`config.mk`:
```
export PLATFORM = sky130hd
export DESIGN_NAME = bdp_top
export DESIGN_NICKNAME = d
export VERILOG_FILES = /design/src/rtl/bdp_pkg.sv /design/src/rtl/bdp_pwm_gen.sv /design/src/rtl/bdp_top.sv
export SDC_FILE = /design/constraint.sdc
export NUM_CORES = 1
export LEC_CHECK = 0
export BUFFER_PORTS_ARGS = -buffer_cell sky130_fd_sc_hd__buf_4
export CAP_MARGIN = 20
export CORE_MARGIN = 1
export CORE_UTILIZATION = 55
export CTS_BUF_LIST = sky130_fd_sc_hd__clkbuf_4
export CTS_CLUSTER_SIZE = 16
export DETAILED_ROUTE_END_ITERATION = 10
export PLACE_DENSITY = 0.69
export SLEW_MARGIN = 25
export SYNTH_ARGS = -nofsm -noshare
export SYNTH_HDL_FRONTEND = slang
export SYNTH_SLANG_ARGS = --single-unit
```
`constraint.sdc`:
```
create_clock -name clk_sys -period 17.1 [get_ports clk_sys]
set_clock_uncertainty 0.1 [all_clocks]
set_input_delay 3.42 -clock clk_sys [delete_from_list [all_inputs] [get_ports clk_sys]]
set_output_delay 3.42 -clock clk_sys [all_outputs]
set_load 0.02 [all_outputs]
```
`src/rtl/bdp_pkg.sv`:
```
// bdp_pkg: constants, types and helpers for the backlight dimming pwm block
// assumes one 40 MHz system clock; all command bytes arrive synchronously
package bdp_pkg;

   // command codes and reset values of the configuration bytes
   localparam logic [7:0] CMD_DIM_MS  = 8'hCD;
   localparam logic [7:0] CMD_UI_RAMP_TIME_CODE  = 8'hCE;
   localparam logic [7:0] CMD_PWM_DIV = 8'hCF;
   localparam logic [7:0] RST_DIM_MS  = 8'h43;
   localparam logic [7:0] RST_UI_RAMP_TIME_CODE  = 8'h02;
   localparam logic [7:0] RST_PWM_DIV = 8'h00;
   // zero bits of each parameter byte are forced clear on write
   localparam logic [7:0] MASK_DIM_MS = 8'h77;
   localparam logic [7:0] MASK_UI_RAMP_TIME_CODE = 8'hF7;

   // field positions
   localparam int FLD_MOV_LSB   = 4;
   localparam int FLD_STILL_LSB = 0;
   localparam int FLD_UI_LSB    = 0;
   localparam int FLD_MIN_LSB   = 4;

   // reference rate as a fraction of the system clock, in kHz
   localparam logic [15:0] REF_KHZ = 16'd18000;
   localparam logic [15:0] CLK_KHZ = 16'd40000;
   // a pwm period has 255 steps, numbered 0 to 254
   localparam logic [7:0]  PWM_LAST_STEP = 8'hFE;

   typedef enum logic [1:0] {
      MODE_MOVING = 2'b00,
      MODE_STILL  = 2'b01,
      MODE_UI     = 2'b11
   } bdp_mode_t;

   typedef enum logic {
      ST_IDLE = 1'b0,
      ST_RAMP = 1'b1
   } bdp_state_t;

   typedef struct packed {
      logic [2:0] moving;
      logic [2:0] still;
      logic [2:0] ui;
      logic [3:0] min_step;
      logic [7:0] divider;
   } bdp_cfg_t;

   // per-frame step so that a change of delta ends within the coded frames:
   // 2, 3, then 4, 8 .. 128 (ceiling, so the ramp never overruns its span)
   function automatic logic [7:0] bdp_ramp_step(input logic [2:0] code,
                                                input logic [7:0] delta);
      logic [8:0]  d;
      logic [17:0] prod;
      logic [8:0]  res;
      d    = {1'b0, delta};
      prod = 18'h00000;
      res  = 9'h000;
      case (code)
         3'h0: res = (d + 9'h001) >> 1;
         3'h1: begin
            prod = 18'((d + 9'h002) * 9'd171);
            res  = prod[17:9];
         end
         default: res = (d + ((9'h001 << code) - 9'h001)) >> code;
      endcase
      return res[7:0];
   endfunction : bdp_ramp_step

endpackage : bdp_pkg

```
`src/rtl/bdp_pwm_gen.sv`:
```
// bdp_pwm_gen: 255-step brightness pwm paced by an 18 MHz reference enable
// assumes divider and duty are quasi-static; both are sampled per period
`timescale 1ns/100ps
`default_nettype none
module bdp_pwm_gen
   import bdp_pkg::*;
(
   input  wire logic       clk_sys,
   input  wire logic       reset,
   input  wire logic [7:0] divider,
   input  wire logic [7:0] duty,
   output var  logic       pwm_out_q
);
   logic [15:0] acc_q;
   logic [16:0] acc_sum;
   logic        ref_tick;
   logic [7:0]  pre_q;
   logic [7:0]  step_q;
   logic [7:0]  div_lat_q;
   logic [7:0]  duty_lat_q;
   logic        step_tick;
   logic        boundary;

   // fractional accumulator: 18 of every 40 clocks carry a reference tick
   assign acc_sum  = {1'b0, acc_q} + {1'b0, REF_KHZ};
   assign ref_tick = (acc_sum >= {1'b0, CLK_KHZ});
   assign step_tick = ref_tick && (pre_q == div_lat_q);
   assign boundary  = step_tick && (step_q == PWM_LAST_STEP);

   always_ff @(posedge clk_sys or posedge reset) begin
      if (reset) begin
         acc_q <= 16'h0000;
      end else if (ref_tick) begin
         acc_q <= 16'(acc_sum - {1'b0, CLK_KHZ});
      end else begin
         acc_q <= acc_sum[15:0];
      end
   end

   // prescaler of divider+1 reference ticks per step
   always_ff @(posedge clk_sys or posedge reset) begin
      if (reset) begin
         pre_q <= 8'h00;
      end else if (step_tick) begin
         pre_q <= 8'h00;
      end else if (ref_tick) begin
         pre_q <= pre_q + 8'h01;
      end
   end

   always_ff @(posedge clk_sys or posedge reset) begin
      if (reset) begin
         step_q <= 8'h00;
      end else if (boundary) begin
         step_q <= 8'h00;
      end else if (step_tick) begin
         step_q <= step_q + 8'h01;
      end
   end

   // new settings only at a period boundary, so no period is cut short
   always_ff @(posedge clk_sys or posedge reset) begin
      if (reset) begin
         div_lat_q  <= RST_PWM_DIV;
         duty_lat_q <= 8'h00;
      end else if (boundary) begin
         div_lat_q  <= divider;
         duty_lat_q <= duty;
      end
   end

   always_ff @(posedge clk_sys or posedge reset) begin
      if (reset) begin
         pwm_out_q <= 1'b0;
      end else begin
         pwm_out_q <= (step_q < duty_lat_q);
      end
   end
endmodule : bdp_pwm_gen
`default_nettype wire

```
`src/rtl/bdp_top.sv`:
```
// bdp_top: backlight dimming configuration, brightness ramp and pwm output
// assumes host bus strobes, frame_tick and mode are synchronous to clk_sys
// Operation
// - command bytes have the select low, parameters high, taken on write rise with read high, upper lines ignored.
// - command CDh takes one byte: moving code in 6:4, still code in 2:0, 7 and 3 zero, reset 43h.
// - in still mode a brightness change is spread over the still-code transition time.
// - separate codes for moving, still and ui modes; only the active mode's code is used.
// - codes map to 2, 3, 4-6, 8-12, 16-24, 32-48, 64-96, 128-192 frames.
// - command CEh takes one byte: threshold in 7:4, bit 3 zero, ui code in 2:0, reset 02h.
// - in ui mode a change ramps over the ui-code time with the same encoding.
// - if the threshold exceeds the target-current distance the brightness stays.
// - command CFh takes one 8-bit pwm divider setting the output period.
// - pwm frequency is 18 MHz over (divider+1) times 255.
// - the three commands are taken in every power mode, sleep included.
`timescale 1ns/100ps
`default_nettype none
module bdp_top
   import bdp_pkg::*;
(
   input  wire logic        clk_sys,
   input  wire logic        reset,
   input  wire logic        cmd_param_select,
   input  wire logic        write_strobe_n,
   input  wire logic        read_strobe_n,
   input  wire logic [23:0] bus_data,
   input  wire logic        frame_tick,
   input  wire bdp_pkg::bdp_mode_t content_mode,
   input  wire logic [7:0]  target_brightness,
   output var  logic [7:0]  current_brightness_q,
   output var  logic        ramp_active_q,
   output var  logic        backlight_pwm_out
);
   import bdp_pkg::*;

   logic       wr_n_prev_q;
   logic       wr_rise;
   logic       wr_cmd;
   logic       wr_param;
   logic [7:0] byte_in;
   logic [7:0] cmd_q;
   logic       param_pend_q;
   logic [7:0] dimming_time_moving_still_q;
   logic [7:0] dimming_time_ui_min_step_q;
   logic [7:0] brightness_pwm_divider_q;
   bdp_cfg_t   cfg;
   bdp_state_t state_q;
   logic [7:0] goal_q;
   logic [7:0] step_q;
   logic [7:0] diff;
   logic [7:0] remain;
   logic [2:0] sel_code;
   logic       start_ramp;

   // only the low byte carries data; the upper lines are ignored
   assign byte_in  = bus_data[7:0];
   assign wr_rise  = write_strobe_n && !wr_n_prev_q && read_strobe_n;
   assign wr_cmd   = wr_rise && !cmd_param_select;
   assign wr_param = wr_rise && cmd_param_select && param_pend_q;

   always_ff @(posedge clk_sys or posedge reset) begin
      if (reset) begin
         wr_n_prev_q <= 1'b1;
      end else begin
         wr_n_prev_q <= write_strobe_n;
      end
   end

   // no power-mode input gates these writes, so sleep accepts them too
   always_ff @(posedge clk_sys or posedge reset) begin
      if (reset) begin
         cmd_q        <= 8'h00;
         param_pend_q <= 1'b0;
      end else if (wr_cmd) begin
         cmd_q        <= byte_in;
         param_pend_q <= 1'b1;
      end else if (wr_param) begin
         param_pend_q <= 1'b0;
      end
   end

   // each command takes one parameter; further bytes are dropped
   always_ff @(posedge clk_sys or posedge reset) begin
      if (reset) begin
         dimming_time_moving_still_q <= RST_DIM_MS;
         dimming_time_ui_min_step_q  <= RST_UI_RAMP_TIME_CODE;
         brightness_pwm_divider_q    <= RST_PWM_DIV;
      end else if (wr_param) begin
         case (cmd_q)
            CMD_DIM_MS:
               dimming_time_moving_still_q <= byte_in & MASK_DIM_MS;
            CMD_UI_RAMP_TIME_CODE:
               dimming_time_ui_min_step_q  <= byte_in & MASK_UI_RAMP_TIME_CODE;
            CMD_PWM_DIV:
               brightness_pwm_divider_q    <= byte_in;
            default: ;
         endcase
      end
   end

   assign cfg.moving   = dimming_time_moving_still_q[FLD_MOV_LSB +: 3];
   assign cfg.still    = dimming_time_moving_still_q[FLD_STILL_LSB +: 3];
   assign cfg.ui       = dimming_time_ui_min_step_q[FLD_UI_LSB +: 3];
   assign cfg.min_step = dimming_time_ui_min_step_q[FLD_MIN_LSB +: 4];
   assign cfg.divider  = brightness_pwm_divider_q;

   // the code is chosen by the mode active when the ramp starts
   always_comb begin
      case (content_mode)
         MODE_STILL: sel_code = cfg.still;
         MODE_UI:    sel_code = cfg.ui;
         default:    sel_code = cfg.moving;
      endcase
   end

   assign diff = (current_brightness_q > target_brightness) ?
                 current_brightness_q - target_brightness :
                 target_brightness - current_brightness_q;
   assign remain = (current_brightness_q > goal_q) ?
                   current_brightness_q - goal_q :
                   goal_q - current_brightness_q;
   // small changes below the threshold are suppressed entirely
   assign start_ramp = frame_tick && (state_q == ST_IDLE) &&
                       (diff != 8'h00) && ({4'h0, cfg.min_step} <= diff);

   always_ff @(posedge clk_sys or posedge reset) begin
      if (reset) begin
         state_q <= ST_IDLE;
      end else begin
         case (state_q)
            ST_IDLE: if (start_ramp) state_q <= ST_RAMP;
            ST_RAMP: if (frame_tick && remain <= step_q) state_q <= ST_IDLE;
            default: state_q <= ST_IDLE;
         endcase
      end
   end

   // goal and step are frozen for the ramp; a later target waits its turn
   always_ff @(posedge clk_sys or posedge reset) begin
      if (reset) begin
         goal_q <= 8'h00;
         step_q <= 8'h01;
      end else if (start_ramp) begin
         goal_q <= target_brightness;
         step_q <= bdp_ramp_step(sel_code, diff);
      end
   end

   always_ff @(posedge clk_sys or posedge reset) begin
      if (reset) begin
         current_brightness_q <= 8'h00;
      end else if (frame_tick && state_q == ST_RAMP) begin
         if (remain <= step_q) begin
            current_brightness_q <= goal_q;
         end else if (current_brightness_q > goal_q) begin
            current_brightness_q <= current_brightness_q - step_q;
         end else begin
            current_brightness_q <= current_brightness_q + step_q;
         end
      end
   end

   always_ff @(posedge clk_sys or posedge reset) begin
      if (reset) begin
         ramp_active_q <= 1'b0;
      end else begin
         ramp_active_q <= (state_q == ST_RAMP) ||
                          (start_ramp && !(frame_tick && state_q == ST_RAMP));
      end
   end

   bdp_pwm_gen u_pwm (
      .clk_sys   (clk_sys),
      .reset     (reset),
      .divider   (cfg.divider),
      .duty      (current_brightness_q),
      .pwm_out_q (backlight_pwm_out)
   );
endmodule : bdp_top
`default_nettype wire

```
* Word-level counts from Yosys, hierarchy flattened *
Index checks and enable logic that the tools add are counted.

storage, ports and cells
  register bits after elaboration = 106
  latch bits = 0
  RAM bits = 0
  bits in read-only memories = 0
  input bits = 40
  word-level logic and storage cells = 90
  memories = 0

operators by class
  add/subtract/negate cells = 14
  multipliers = 1
  div/mod/pow operators = 0
  order comparisons = 6
  equality and inequality tests = 8
  shift operators = 2
  mux-type cells = 16
  bitwise operators = 1
  reduce and logical (&&, ||, !) cells = 25

operator list
  operator                  number
  $mux W8                   8
  $sub A8 B8 Y8             5
  $eq A8 B8 Y1 const B      4
  $add A16 B15 Y17 const B  1
  $ge A17 B16 Y1 const B    1
  $mul A9 B8 Y17 const B    1
  $add A8 B1 Y8 const B     2
  $gt A8 B8 Y1              2
  $mux W16                  1
  $pmux W8 S2               1
  $sub A16 B16 Y16 const B  1
  $logic_and A1 B1 Y1       13
  $add A8 B1 Y9 const B     1
  $add A8 B2 Y9 const B     1
  $add A8 B9 Y9             1
  $shl A1 B3 Y9 const A     1
  $shr A9 B3 Y8             1
  $sub A9 B1 Y9 const B     1
  $add A8 B8 Y8             1
  $eq A8 B8 Y1              1
  $le A4 B8 Y1              1
  $le A8 B8 Y1              1
  $lt A8 B8 Y1              1
  $reduce_bool A8 Y1        1
  other kinds (12)          21

* Depth between registers and ports, before layout *
Gate-level depths: netlist of run 1.

  word-level depth = 7
  gate-level depth with buffers = 29
  gate-level depth less buffers = 29

* Cells and area by module *
From an unflattened synthesis of run 1, not the netlist that was laid out.

unflattened totals
  cells, all modules = 1012
  area total of the unflattened synthesis = 9342.7 um^2

modules (own cells, without submodules)
  module       instances  cells an instance  area each (um^2)  seq. area each (um^2)
  bdp_top      1          748                6620.1            1433.9
  bdp_pwm_gen  1          264                2722.6            1126.1

* Worst setup path before layout of run 1 *
Ideal clock, no wire load.

  path type = in2reg
  from = input target_brightness[0]
  to = register step_q[4]
  data arrival time = 9.461 ns
  data required time = 16.890 ns
  path slack = 7.429 ns
  stages on the path = 23
  cell sequence = ha_1 -> inv_1 -> fa_1 -> a211oi_1 -> o211a_4 -> nor2_4 -> mux2i_1 -> inv_1 -> ha_1 -> xnor2_1 -> ha_1 -> fa_1 -> fa_1 -> fa_1 -> ha_1 -> a21oi_1 -> o21ai_0 -> or3_1 -> a31o_2 -> a41oi_1 -> xnor2_1 -> nor2_1 -> o41ai_1

on the way
  cells in the longest elaborated chain, start to end = 5

RTL lines
  element                                             RTL line                       RTL
  start: declaration                                  bdp_top.sv:28                  input wire logic [7:0] target_brightness,
  $sub A8 B8 Y8 (tied with other cells)               bdp_top.sv:117                 target_brightness - current_brightness_q;
  $mux W8 *                                           bdp_top.sv:115                 assign diff = (current_brightness_q > target_brightness) ?
  $add A8 B2 Y9 (tied with other cells)               bdp_pkg.sv:60                  prod = 18'((d + 9'h002) * 9'd171);
  $mul A9 B8 Y17 (tied with other cells)              bdp_pkg.sv:60
  $pmux W8 S2 or $logic_and A1 B1 Y1 (tied branches)  bdp_pkg.sv:57, bdp_top.sv:123
  end signal: assignment                              bdp_top.sv:144                 step_q <= bdp_ramp_step(sel_code, diff);
  end: declaration                                    bdp_top.sv:48                  logic [7:0] step_q;

Every way passes the cells marked *; elsewhere a longest branch is shown, timed or not.
A chain may end at the register's enable or synchronous reset.

* Worst setup path after layout of run 1 *
  from = input target_brightness[0]
  to = register step_q[5]

The elaborated chain is that of the path after synthesis.

==> results of run 1 <==
==> logic make-up after synthesis <==
group	after synthesis	synth area share, %
XOR/XNOR	68	6.59
buffers and inverters	137	5.79
adder cells (fa/ha/maj)	145	21.2
flip-flops	102	27.6
multiplexers	62	7.36
AND/OR/NAND/NOR	260	13.4
AO/OA/AOI/OAI	247	18.0
==> per-layer routing <==
metal	share of wire, %	vias up	global-route usage (%)
li1	-	3636	-
met1	49	3410	34.7
met2	46	123	38.2
met3	3.2	23	3.15
met4	1.6	0	6.33
met5	0	-	0
==> final timing paths <==
kind | to | startpoint
setup / recovery | step_q[5] | target_brightness[0]
hold / removal | u_pwm.div_lat_q[5] | brightness_pwm_divider_q[5]
setup reg to reg | step_q[5] | current_brightness_q[0]
hold reg to reg | u_pwm.div_lat_q[5] | brightness_pwm_divider_q[5]
max in group asynchronous | current_brightness_q[7] | reset
min in group asynchronous | u_pwm.div_lat_q[5] | reset
==> stage by stage <==
stage	utilization [%]	instances	worst slack (ns)	area [um2]
2_1_floorplan	-	1021	7.43	9270
3_3_place_gp	58.8	1253	6.72	9710
3_5_place_dp	58.8	1253	6.69	9710
4_1_cts	59.8	1269	7.21	9880
5_1_grt	59.8	1270	6.86	9890
6_report	59.8	1270	7.12	9890
==> critical path: stages <==
cell       delay (ns)
buf_4            0.09
ha_1             0.18
inv_1            0.06
fa_1             0.41
a211oi_1         0.51
o211a_4          0.32
nor2_4           0.08
o2111ai_2        0.52
nor3_1           0.13
xnor2_1          0.59
ha_1             0.35
ha_1             0.32
xor2_1           0.18
fa_1             0.53
inv_1            0.05
fa_1             0.52
inv_1            0.04
ha_1             0.37
a21oi_1          0.17
nor2b_1          0.05
o21ai_0          0.13
a21oi_1          0.10
a211oi_1         0.40
nor2_1           0.10
xnor2_1          0.15
a221oi_1         0.35
a221oi_2         0.10
==> registers in the layout (all words and copies together), names as in the netlist, 7 cells and up <==
signal                      cells
u_pwm.duty_lat_q                8
u_pwm.step_q                    8
u_pwm.pre_q                     8
u_pwm.div_lat_q                 8
cmd_q                           8
brightness_pwm_divider_q        8
step_q                          8
goal_q                          8
u_pwm.acc_q                    12
current_brightness_q            8
dimming_time_ui_min_step_q      7
==> layout by cell type, fill, tap and decap left out, drive strengths merged, types with 5 or more instances in the layout <==
cell type  netlist  routed
nand4           12      12
xor2            13      13
o211a            5       5
o211ai          11      11
nor3            21      21
buf             12      39
nand3           15      15
clkbuf          15       9
xnor2           55      55
nor2            66      66
mux2            46      46
nand2           88      88
o31ai           11      11
ha             125     125
a211oi          10      10
o21ai           65      65
a21oi           58      58
mux2i           16      16
inv            110     114
a21o            22      22
a41oi            5       5
dfrtp           96      96
fa              20      20
or2              6       6
o21bai           9       9
nand3b           6       6
and3            11      11
nand2b          12      12
dfstp            6       6
nor2b           12      12
a31oi            9       9
o21a             8       8
==> cell type report <==
type	instances	area share [%]
antenna	1	0.0253
clock buffer	9	0.683
clock inverter	7	1.05
inverter	110	4.20
multi-input combinational	782	62.4
sequential	102	25.9
tap	220	2.78
timing repair buffer	39	2.96
==> results.ini, run 1 <==
[logic_synthesis]
synth_flop_cell = dfrtp_1
yosysWarnings = 0
synth_area_um2 = 9270
synth_common_cells = ha_1 (125), inv_1 (109), dfrtp_1 (96), nand2_1 (88), nor2_1 (65)
synth_cell_type_count = 77
synth_cells = 1021
seq_area_frac_synth_pct = 27.6
ys_ff_latch = 102
synth_top_area_share_pct = 25.9
synth_edf_count = 0
synth_top_cell_by_area = dfrtp_1
synth.area.top_cells = dfrtp_1 (26%), ha_1 (17%), mux2_2 (5.3%)
async_flop_share_pct = 100
syn_nets = 1206
yosysMostFrequentCell = ha_1
synth_area_per_cell_um2 = 9.08

[sta]
whs_ns = 0.408
worst_pin_slew_ns = 0.981
setup_violations = 0
finalCritPeriodShare_pct = 58.4
grt_setup_unrepaired = no
hold_viol = 0
final.min_clock_period_ns = 9.98
tns_ns = 0
fmax_mhz = 100
finalMaxSlewViolations = 0
max-slew-margin-rel_pct = 34.4

[clock_network]
path_clk_slew_ns = 0.22
htree_levels = 3
clock-root-buffer = clkbuf_4
numCtsBuffers = 9
cts_resized = 0
post_cts_buffers = 0
cts_hold_buf = 0
clkLatencyLatePin_ns = 0.52
clock_path_buffers = 2
cts_tree = done
cts.sinks = 102

[global_routing]
grt_pass1_vias = 6903
grt_pass1_wl_mm = 34.0
antenna_found_initial = 1
grt_max_degree = 67
track_usage_pct = 24.1
gr-total-overflow = 0

[layout]
final-seq-area_um2 = 2560
filler_cell_count = 1519
layout.nets = 1229
multi_input_area_um2 = 6170
drive_gt1_share_pct = 12.4
area_growth_pct = 6.70

[die]
fp.dieArea_um2 = 17400
fp-row-count = 47
io_pins = 50
chipHeight_um = 132
initial_core_util_pct = 56.1
die_w_um = 132
core_region_area_um2 = 16500

[worst_setup_path]
arrival_ns = 10.28
critPathLaunchType = input port
crit_required_ns = 17.39
regToRegSetupSlack_ns = 9.45
crit_fanout = 8
path_class = input port to register
reg2reg_depth = 27
end_kind = register

[drt]
ant_nets = 0
drt_pass1_iterations = 5
viasPerCell = 5.66
dr_total_vias = 7192
drt-initial-drc-count = 377
routed_wl_mm = 19.8
detail_route.wl_per_cell_um = 15.6
drc = 0

[placed_design]
place_congestion = 0.876
io_buffers = 33
dpl.hpwl_mm = 15.4

[worst_hold_path]
hp-class = register to register
hold_path_depth = 1

[run_status]
outcome = completed

[job]
maxCapViolations = 0

Power of run 1 is not shown: default switching activity piles up to over one toggle a cycle in this logic, so the estimate is an artifact.
==> run 2, diff against run 1 <==
--- a/config.mk
+++ b/config.mk
@@ -5,6 +5,7 @@
 export SDC_FILE = /design/constraint.sdc
 export NUM_CORES = 1
 export LEC_CHECK = 0
+export ABC_AREA = 1
 export BUFFER_PORTS_ARGS = -buffer_cell sky130_fd_sc_hd__buf_4
 export CAP_MARGIN = 20
 export CORE_MARGIN = 1
@@ -12,7 +13,7 @@
 export CTS_BUF_LIST = sky130_fd_sc_hd__clkbuf_4
 export CTS_CLUSTER_SIZE = 16
 export DETAILED_ROUTE_END_ITERATION = 10
-export PLACE_DENSITY = 0.69
+export PLACE_DENSITY = 0.72
 export SLEW_MARGIN = 25
 export SYNTH_ARGS = -nofsm -noshare
 export SYNTH_HDL_FRONTEND = slang
==> constraint.sdc (replaced) <==
create_clock -name clk_sys -period 8.1 [get_ports clk_sys]
set_clock_uncertainty 0.1 [all_clocks]
set_input_delay 1.62 -clock clk_sys [delete_from_list [all_inputs] [get_ports clk_sys]]
set_output_delay 1.62 -clock clk_sys [all_outputs]
set_load 0.02 [all_outputs]
==> run 2 against run 1 <==
- sequential cell count stayed put
- count of clock-buffer cells in the layout stayed put
- area after synthesis is 6.4% higher
- non-clock buffer count is 1 lower
- critical path depth is 4 higher
- worst setup slack worse by 6.0 ns
- sequential share of layout area is 1.4 points lower
- global-route usage is 0.68 points higher
- utilization is 0.20 points higher
- via count is 16% higher
- synthesized cell count is 32% higher
- hold slack worse by 0.0057 ns
- critical endpoint is now step_q[7]
==> results.ini, run 2 <==
[layout]
largest_reg_flops = 12  ; unchanged
final_common_cell = nand2_1
layout.nets = 1553  ; +26%
largest-register = u_pwm.acc_q
drive_gt1_share_pct = 9.25  ; -3.1 points
filler_cell_count = 1671  ; +10%
final_cells = 1599  ; +26%
final_cell_mix = nand2_1 (344), inv_1 (233), ha_1 (125), dfrtp_1 (96), o21ai_0 (85)
area_growth_pct = 6.08

[worst_setup_path]
max_stage_delay_ns = 0.52  ; -0.07 ns
arrival_ns = 7.35  ; -2.93 ns
critPathLaunchType = input port
crit_fanout = 8  ; unchanged
path_class = input port to register
end_kind = register
crit_top_cell = nand2_1
crit_required_ns = 8.43  ; -8.96 ns
cp_slowest_cell = fa_1
reg2reg_depth = 32  ; +19%

[logic_synthesis]
ys_ff_latch = 102  ; unchanged
synth_flop_cell = dfrtp_1
yosysWarnings = 0  ; unchanged
synth_area_um2 = 9860  ; +6.4%
synth_cells = 1343  ; +32%
synth_cell_type_count = 54  ; -30%
synth_top_area_share_pct = 24.4  ; -1.6 points
syn_nets = 1528  ; +27%
synth_top_cell_by_area = dfrtp_1
yosysMostFrequentCell = nand2_1
synth_common_cells = nand2_1 (344), inv_1 (234), ha_1 (125), dfrtp_1 (96), o21ai_0 (85)
seq_area_frac_synth_pct = 26.0  ; -1.7 points
async_flop_share_pct = 100  ; unchanged
synth_edf_count = 0  ; unchanged
synth.area.top_cells = dfrtp_1 (24%), ha_1 (16%), nand2_1 (13%)
synth_area_per_cell_um2 = 7.34  ; -19%

[clock_network]
cts.sinks = 102  ; unchanged
post_cts_buffers = 0  ; unchanged
path_clk_slew_ns = 0.19  ; -0.03 ns
numCtsBuffers = 9  ; unchanged
clkLatencyLatePin_ns = 0.51  ; about the same
cts_hold_buf = 0  ; unchanged
cts_tree = done
clock-root-buffer = clkbuf_4
clock_path_buffers = 2  ; unchanged
cts_resized = 0  ; unchanged
htree_levels = 3  ; unchanged

[global_routing]
track_usage_pct = 24.8  ; +0.68 points
gr-total-overflow = 0  ; unchanged
grt_pass1_vias = 7781  ; +13%
grt_max_degree = 75  ; +12%
antenna_found_initial = 1  ; unchanged
grt_pass1_wl_mm = 36.9  ; +8.5%

[run_status]
outcome = completed

[drt]
dr_total_vias = 8353  ; +16%
drt_pass1_iterations = 5  ; unchanged
routed_wl_mm = 21.3  ; +7.5%
drt-initial-drc-count = 587  ; +56%
ant_nets = 0  ; unchanged
drc = 0  ; unchanged
detail_route.wl_per_cell_um = 13.3  ; -15%
viasPerCell = 5.22  ; -7.8%

[placed_design]
pre_cts_ws_ns = 0.650  ; -6.04 ns
dp_cells = 1582  ; +26%
place_congestion = 0.918  ; +4.9%
dpl.hpwl_mm = 17.1  ; +11%
io_buffers = 33  ; unchanged

[die]
fp.dieArea_um2 = 18500  ; +6.3%
die_w_um = 136  ; +3.1%
core_region_area_um2 = 17400  ; +5.4%
fp-row-count = 48  ; +2.1%
initial_core_util_pct = 56.6  ; +0.52 points
chipHeight_um = 136  ; +3.1%
io_pins = 50  ; unchanged

[sta]
grt_setup_unrepaired = no
finalMaxSlewViolations = 0  ; unchanged
tns_ns = 0  ; unchanged
max-slew-margin-rel_pct = 37.7  ; +3.3 points
finalCritPeriodShare_pct = 86.6
fmax_mhz = 143
final.min_clock_period_ns = 7.01
hold_viol = 0  ; unchanged
worst_pin_slew_ns = 0.926  ; -0.0551 ns
setup_violations = 0  ; unchanged
setup_slack_ns = 1.09  ; -6.03 ns

[worst_hold_path]
hp-class = register to register
hold_path_depth = 1  ; unchanged

[job]
maxCapViolations = 0  ; unchanged

-- run 2: cells by family (layout without fill, tap and decap cells) --
kind of cell    after synthesis  count (layout)  share of synthesized area [%]
mux                           2               2                          0.203
compound gates              187             187                           10.9
flops                       102             102                           26.0
other cells                   0               1                              0
xor+xnor                     63              63                           5.60
fa+ha+maj                   145             145                           19.9
buf+inv                     270             300                           10.9
simple gates                574             574                           26.6
-- run 2: final cells by class --
type / instances / area (um2) / share of cell area [%]
Multi-Input combinational cell: 971 / 6230 / 59.6
Sequential cell: 102 / 2560 / 24.5
Inverter: 246 / 932 / 8.91
Timing Repair Buffer: 38 / 289 / 2.76
Tap cell: 225 / 282 / 2.69
Clock inverter: 7 / 96.3 / 0.921
Clock buffer: 9 / 67.6 / 0.646
Antenna cell: 1 / 2.50 / 0.0239
-- run 2: final timing paths --
path,slack [ns],endpoint,startpoint
worst min-delay path,0.40,u_pwm.acc_q[4],u_pwm.acc_q[4]
worst max register to register,1.67,step_q[7],current_brightness_q[0]
worst min register to register,0.40,u_pwm.acc_q[4],u_pwm.acc_q[4]
max in group asynchronous,5.93,step_q[6],reset
min in group asynchronous,0.96,brightness_pwm_divider_q[2],reset
worst max-delay path,1.09,step_q[7],target_brightness[6]
-- run 2: per-stage QoR --
| stage | util (%) | instance area (um2) | hold slack, ns |
|---|---|---|---|
| floorplan | - | 9860 | 0.346 |
| finish | 60.0 | 10500 | 0.402 |
| detailed placement | 59.1 | 10300 | 0.373 |
| global placement | 59.1 | 10300 | 0.365 |
| global route | 60.0 | 10500 | 0.439 |
| CTS | 60.0 | 10500 | 0.406 |
-- run 2: worst max-delay path: cells and delay by family --
family / cells / cell delay [ns]
buf+inv: 7 / 0.46
compound gates: 4 / 1.09
simple gates: 12 / 1.27
fa+ha+maj: 6 / 2.34
xor+xnor: 2 / 0.55
-- run 2: layer usage --
metal  vias up  part of all wire, %  GRT usage, %
li1       4351                    -             -
met1      3811                   49          34.7
met2       166                   46          40.5
met3        25                  3.9          2.68
met4         0                  1.8          6.85
met5         -                    0             0
Power of run 2 is left out for the same reason.
==> run 3, diff against run 2 <==
--- a/config.mk
+++ b/config.mk
@@ -13,7 +13,7 @@
 export CTS_BUF_LIST = sky130_fd_sc_hd__clkbuf_4
 export CTS_CLUSTER_SIZE = 16
 export DETAILED_ROUTE_END_ITERATION = 10
-export PLACE_DENSITY = 0.72
+export PLACE_DENSITY = 0.73
 export SLEW_MARGIN = 25
 export SYNTH_ARGS = -nofsm -noshare
 export SYNTH_HDL_FRONTEND = slang
==> run 3 against run 2 <==
- register-to-register slack better by 0.08 ns
- largest cell class unchanged
- routed wire length decreased by 0.25%
- utilization barely moved
- first-iteration DRC count is 12% lower
- worst setup slack better by 0.082 ns
- hold slack better by 0.0025 ns
==> results.ini, run 3 (synthesis results as in run 2) <==
[layout]
final_common_cell = nand2_1
final_cell_mix = nand2_1 (344), inv_1 (233), ha_1 (125), dfrtp_1 (96), o21ai_0 (85)
largest_reg_flops = 12  ; unchanged
largest-register = u_pwm.acc_q
drive_gt1_share_pct = 9.25  ; unchanged
layout.nets = 1553  ; unchanged
area_growth_pct = 6.16  ; about the same

[global_routing]
use_met1_pct = 34.1  ; -0.60 points
grt_pass1_wl_mm = 36.0  ; -2.3%
grt_pass1_vias = 7751  ; -0.39%
gr-total-overflow = 0  ; unchanged
grt.met2_usage_pct = 39.4  ; -1.1 points
track_usage_pct = 24.2  ; -0.58 points
grt_max_degree = 75  ; unchanged
antenna_found_initial = 1  ; unchanged
grt_busiest_layer = met2
grtUsageMet3_pct = 2.80  ; +0.11 points

[worst_setup_path]
critPathCapture = step_q[3]
max_stage_delay_ns = 0.52  ; about the same
regToRegSetupSlack_ns = 1.75  ; +0.08 ns
path_class = input port to register
crit_required_ns = 8.40  ; -0.03 ns
arrival_ns = 7.23  ; -0.12 ns
end_kind = register
r2r_end = step_q[3]
reg2reg_depth = 31  ; -3.1%
cp_slowest_cell = fa_1
crit_top_cell = inv_1
crit_fanout = 8  ; unchanged
crit_path_start = target_brightness[6]
critPathLaunchType = input port
reg2reg_from = current_brightness_q[0]

[drt]
drt_pass1_iterations = 8  ; +3
routed_wl_mm = 21.2  ; -0.25%
ant_nets = 0  ; unchanged
detail_route.wl_per_cell_um = 13.3  ; -0.25%
drt-initial-drc-count = 515  ; -12%
viasPerCell = 5.25  ; +0.50%
drc = 0  ; unchanged
dr_total_vias = 8395  ; +0.50%

[clock_network]
cts_hold_buf = 0  ; unchanged
numCtsBuffers = 9  ; unchanged
post_cts_buffers = 0  ; unchanged
clkLatencyLatePin_ns = 0.52  ; about the same
cts.sinks = 102  ; unchanged
cts_tree = done
path_clk_slew_ns = 0.18  ; about the same
htree_levels = 3  ; unchanged
clock_path_buffers = 2  ; unchanged
cts_resized = 0  ; unchanged
clock-root-buffer = clkbuf_4

[sta]
finalCritPeriodShare_pct = 85.6  ; -1.0 points
max-slew-margin-rel_pct = 43.9  ; +6.1 points
worst_pin_slew_ns = 0.835  ; -0.0911 ns
tns_ns = 0  ; unchanged
finalMaxSlewViolations = 0  ; unchanged
setup_violations = 0  ; unchanged
final.min_clock_period_ns = 6.93  ; -0.0821 ns
grt_setup_unrepaired = no
fmax_mhz = 144  ; +1.2%
hold_viol = 0  ; unchanged

[placed_design]
place_congestion = 0.910  ; -0.90%
io_buffers = 33  ; unchanged
dpl.hpwl_mm = 16.9  ; -1.0%

[job]
maxCapViolations = 0  ; unchanged

[run_status]
outcome = completed

[die]
core_region_area_um2 = 17400  ; unchanged
io_pins = 50  ; unchanged
fp.dieArea_um2 = 18500  ; unchanged
die_w_um = 136  ; unchanged
chipHeight_um = 136  ; unchanged
initial_core_util_pct = 56.6  ; unchanged
fp-row-count = 48  ; unchanged

[worst_hold_path]
hp-class = register to register

run 3: worst min path at each step:
| stage | from | end | slack (ns) | cells after the start |
|---|---|---|---|---|
| floorplan | dimming_time_moving_still_q[5] | dimming_time_moving_still_q[5] | 0.35 | 2 |
| global placement | brightness_pwm_divider_q[2] | brightness_pwm_divider_q[2] | 0.37 | 2 |
| detailed placement | dimming_time_moving_still_q[5] | dimming_time_moving_still_q[5] | 0.37 | 2 |
| CTS | dimming_time_moving_still_q[0] | dimming_time_moving_still_q[0] | 0.41 | 2 |
| global route | brightness_pwm_divider_q[4] | u_pwm.div_lat_q[4] | 0.42 | 2 |
| finish | brightness_pwm_divider_q[5] | brightness_pwm_divider_q[5] | 0.40 | 2 |
run 3: stage by stage:
stage | utilization [%] | instance area, um2 | worst slack [ns] | std cells | hold slack, ns
final | 60.1 | 10500 | 1.17 | 1599 | 0.404
after global routing | 60.1 | 10500 | 0.855 | 1599 | 0.424
after CTS | 60.0 | 10500 | 1.23 | 1598 | 0.409
after detailed placement | 59.1 | 10300 | 0.721 | 1582 | 0.373
after global placement | 59.1 | 10300 | 0.704 | 1582 | 0.365
after floorplan | - | 9860 | 1.32 | 1343 | 0.346
run 3: final cells by class:
| type | instances | area [um2] |
|---|---|---|
| fillers | 1631 | 6950 |
| multi-input cells | 971 | 6230 |
| flip-flops and latches | 102 | 2560 |
| inverters | 246 | 932 |
| repair buffers | 38 | 289 |
| well taps | 225 | 282 |
| clock inverters | 7 | 104 |
| clock buffers | 9 | 67.6 |
| diodes | 1 | 2.50 |
run 3: metal layers:
metal  share of wire (%)  vias up
li1                    -     4351
met1                  49     3871
met2                  46      144
met3                 3.0       29
met4                 1.6        0
met5                   0        -
run 3: critical path: cells and delay by family:
| family | cells | cell delay (ns) |
|---|---|---|
| compound gates | 5 | 1.07 |
| buf+inv | 7 | 0.47 |
| fa+ha+maj | 6 | 2.33 |
| simple gates | 10 | 1.23 |
| xor+xnor | 2 | 0.49 |
Power of run 3 is left out for the same reason.
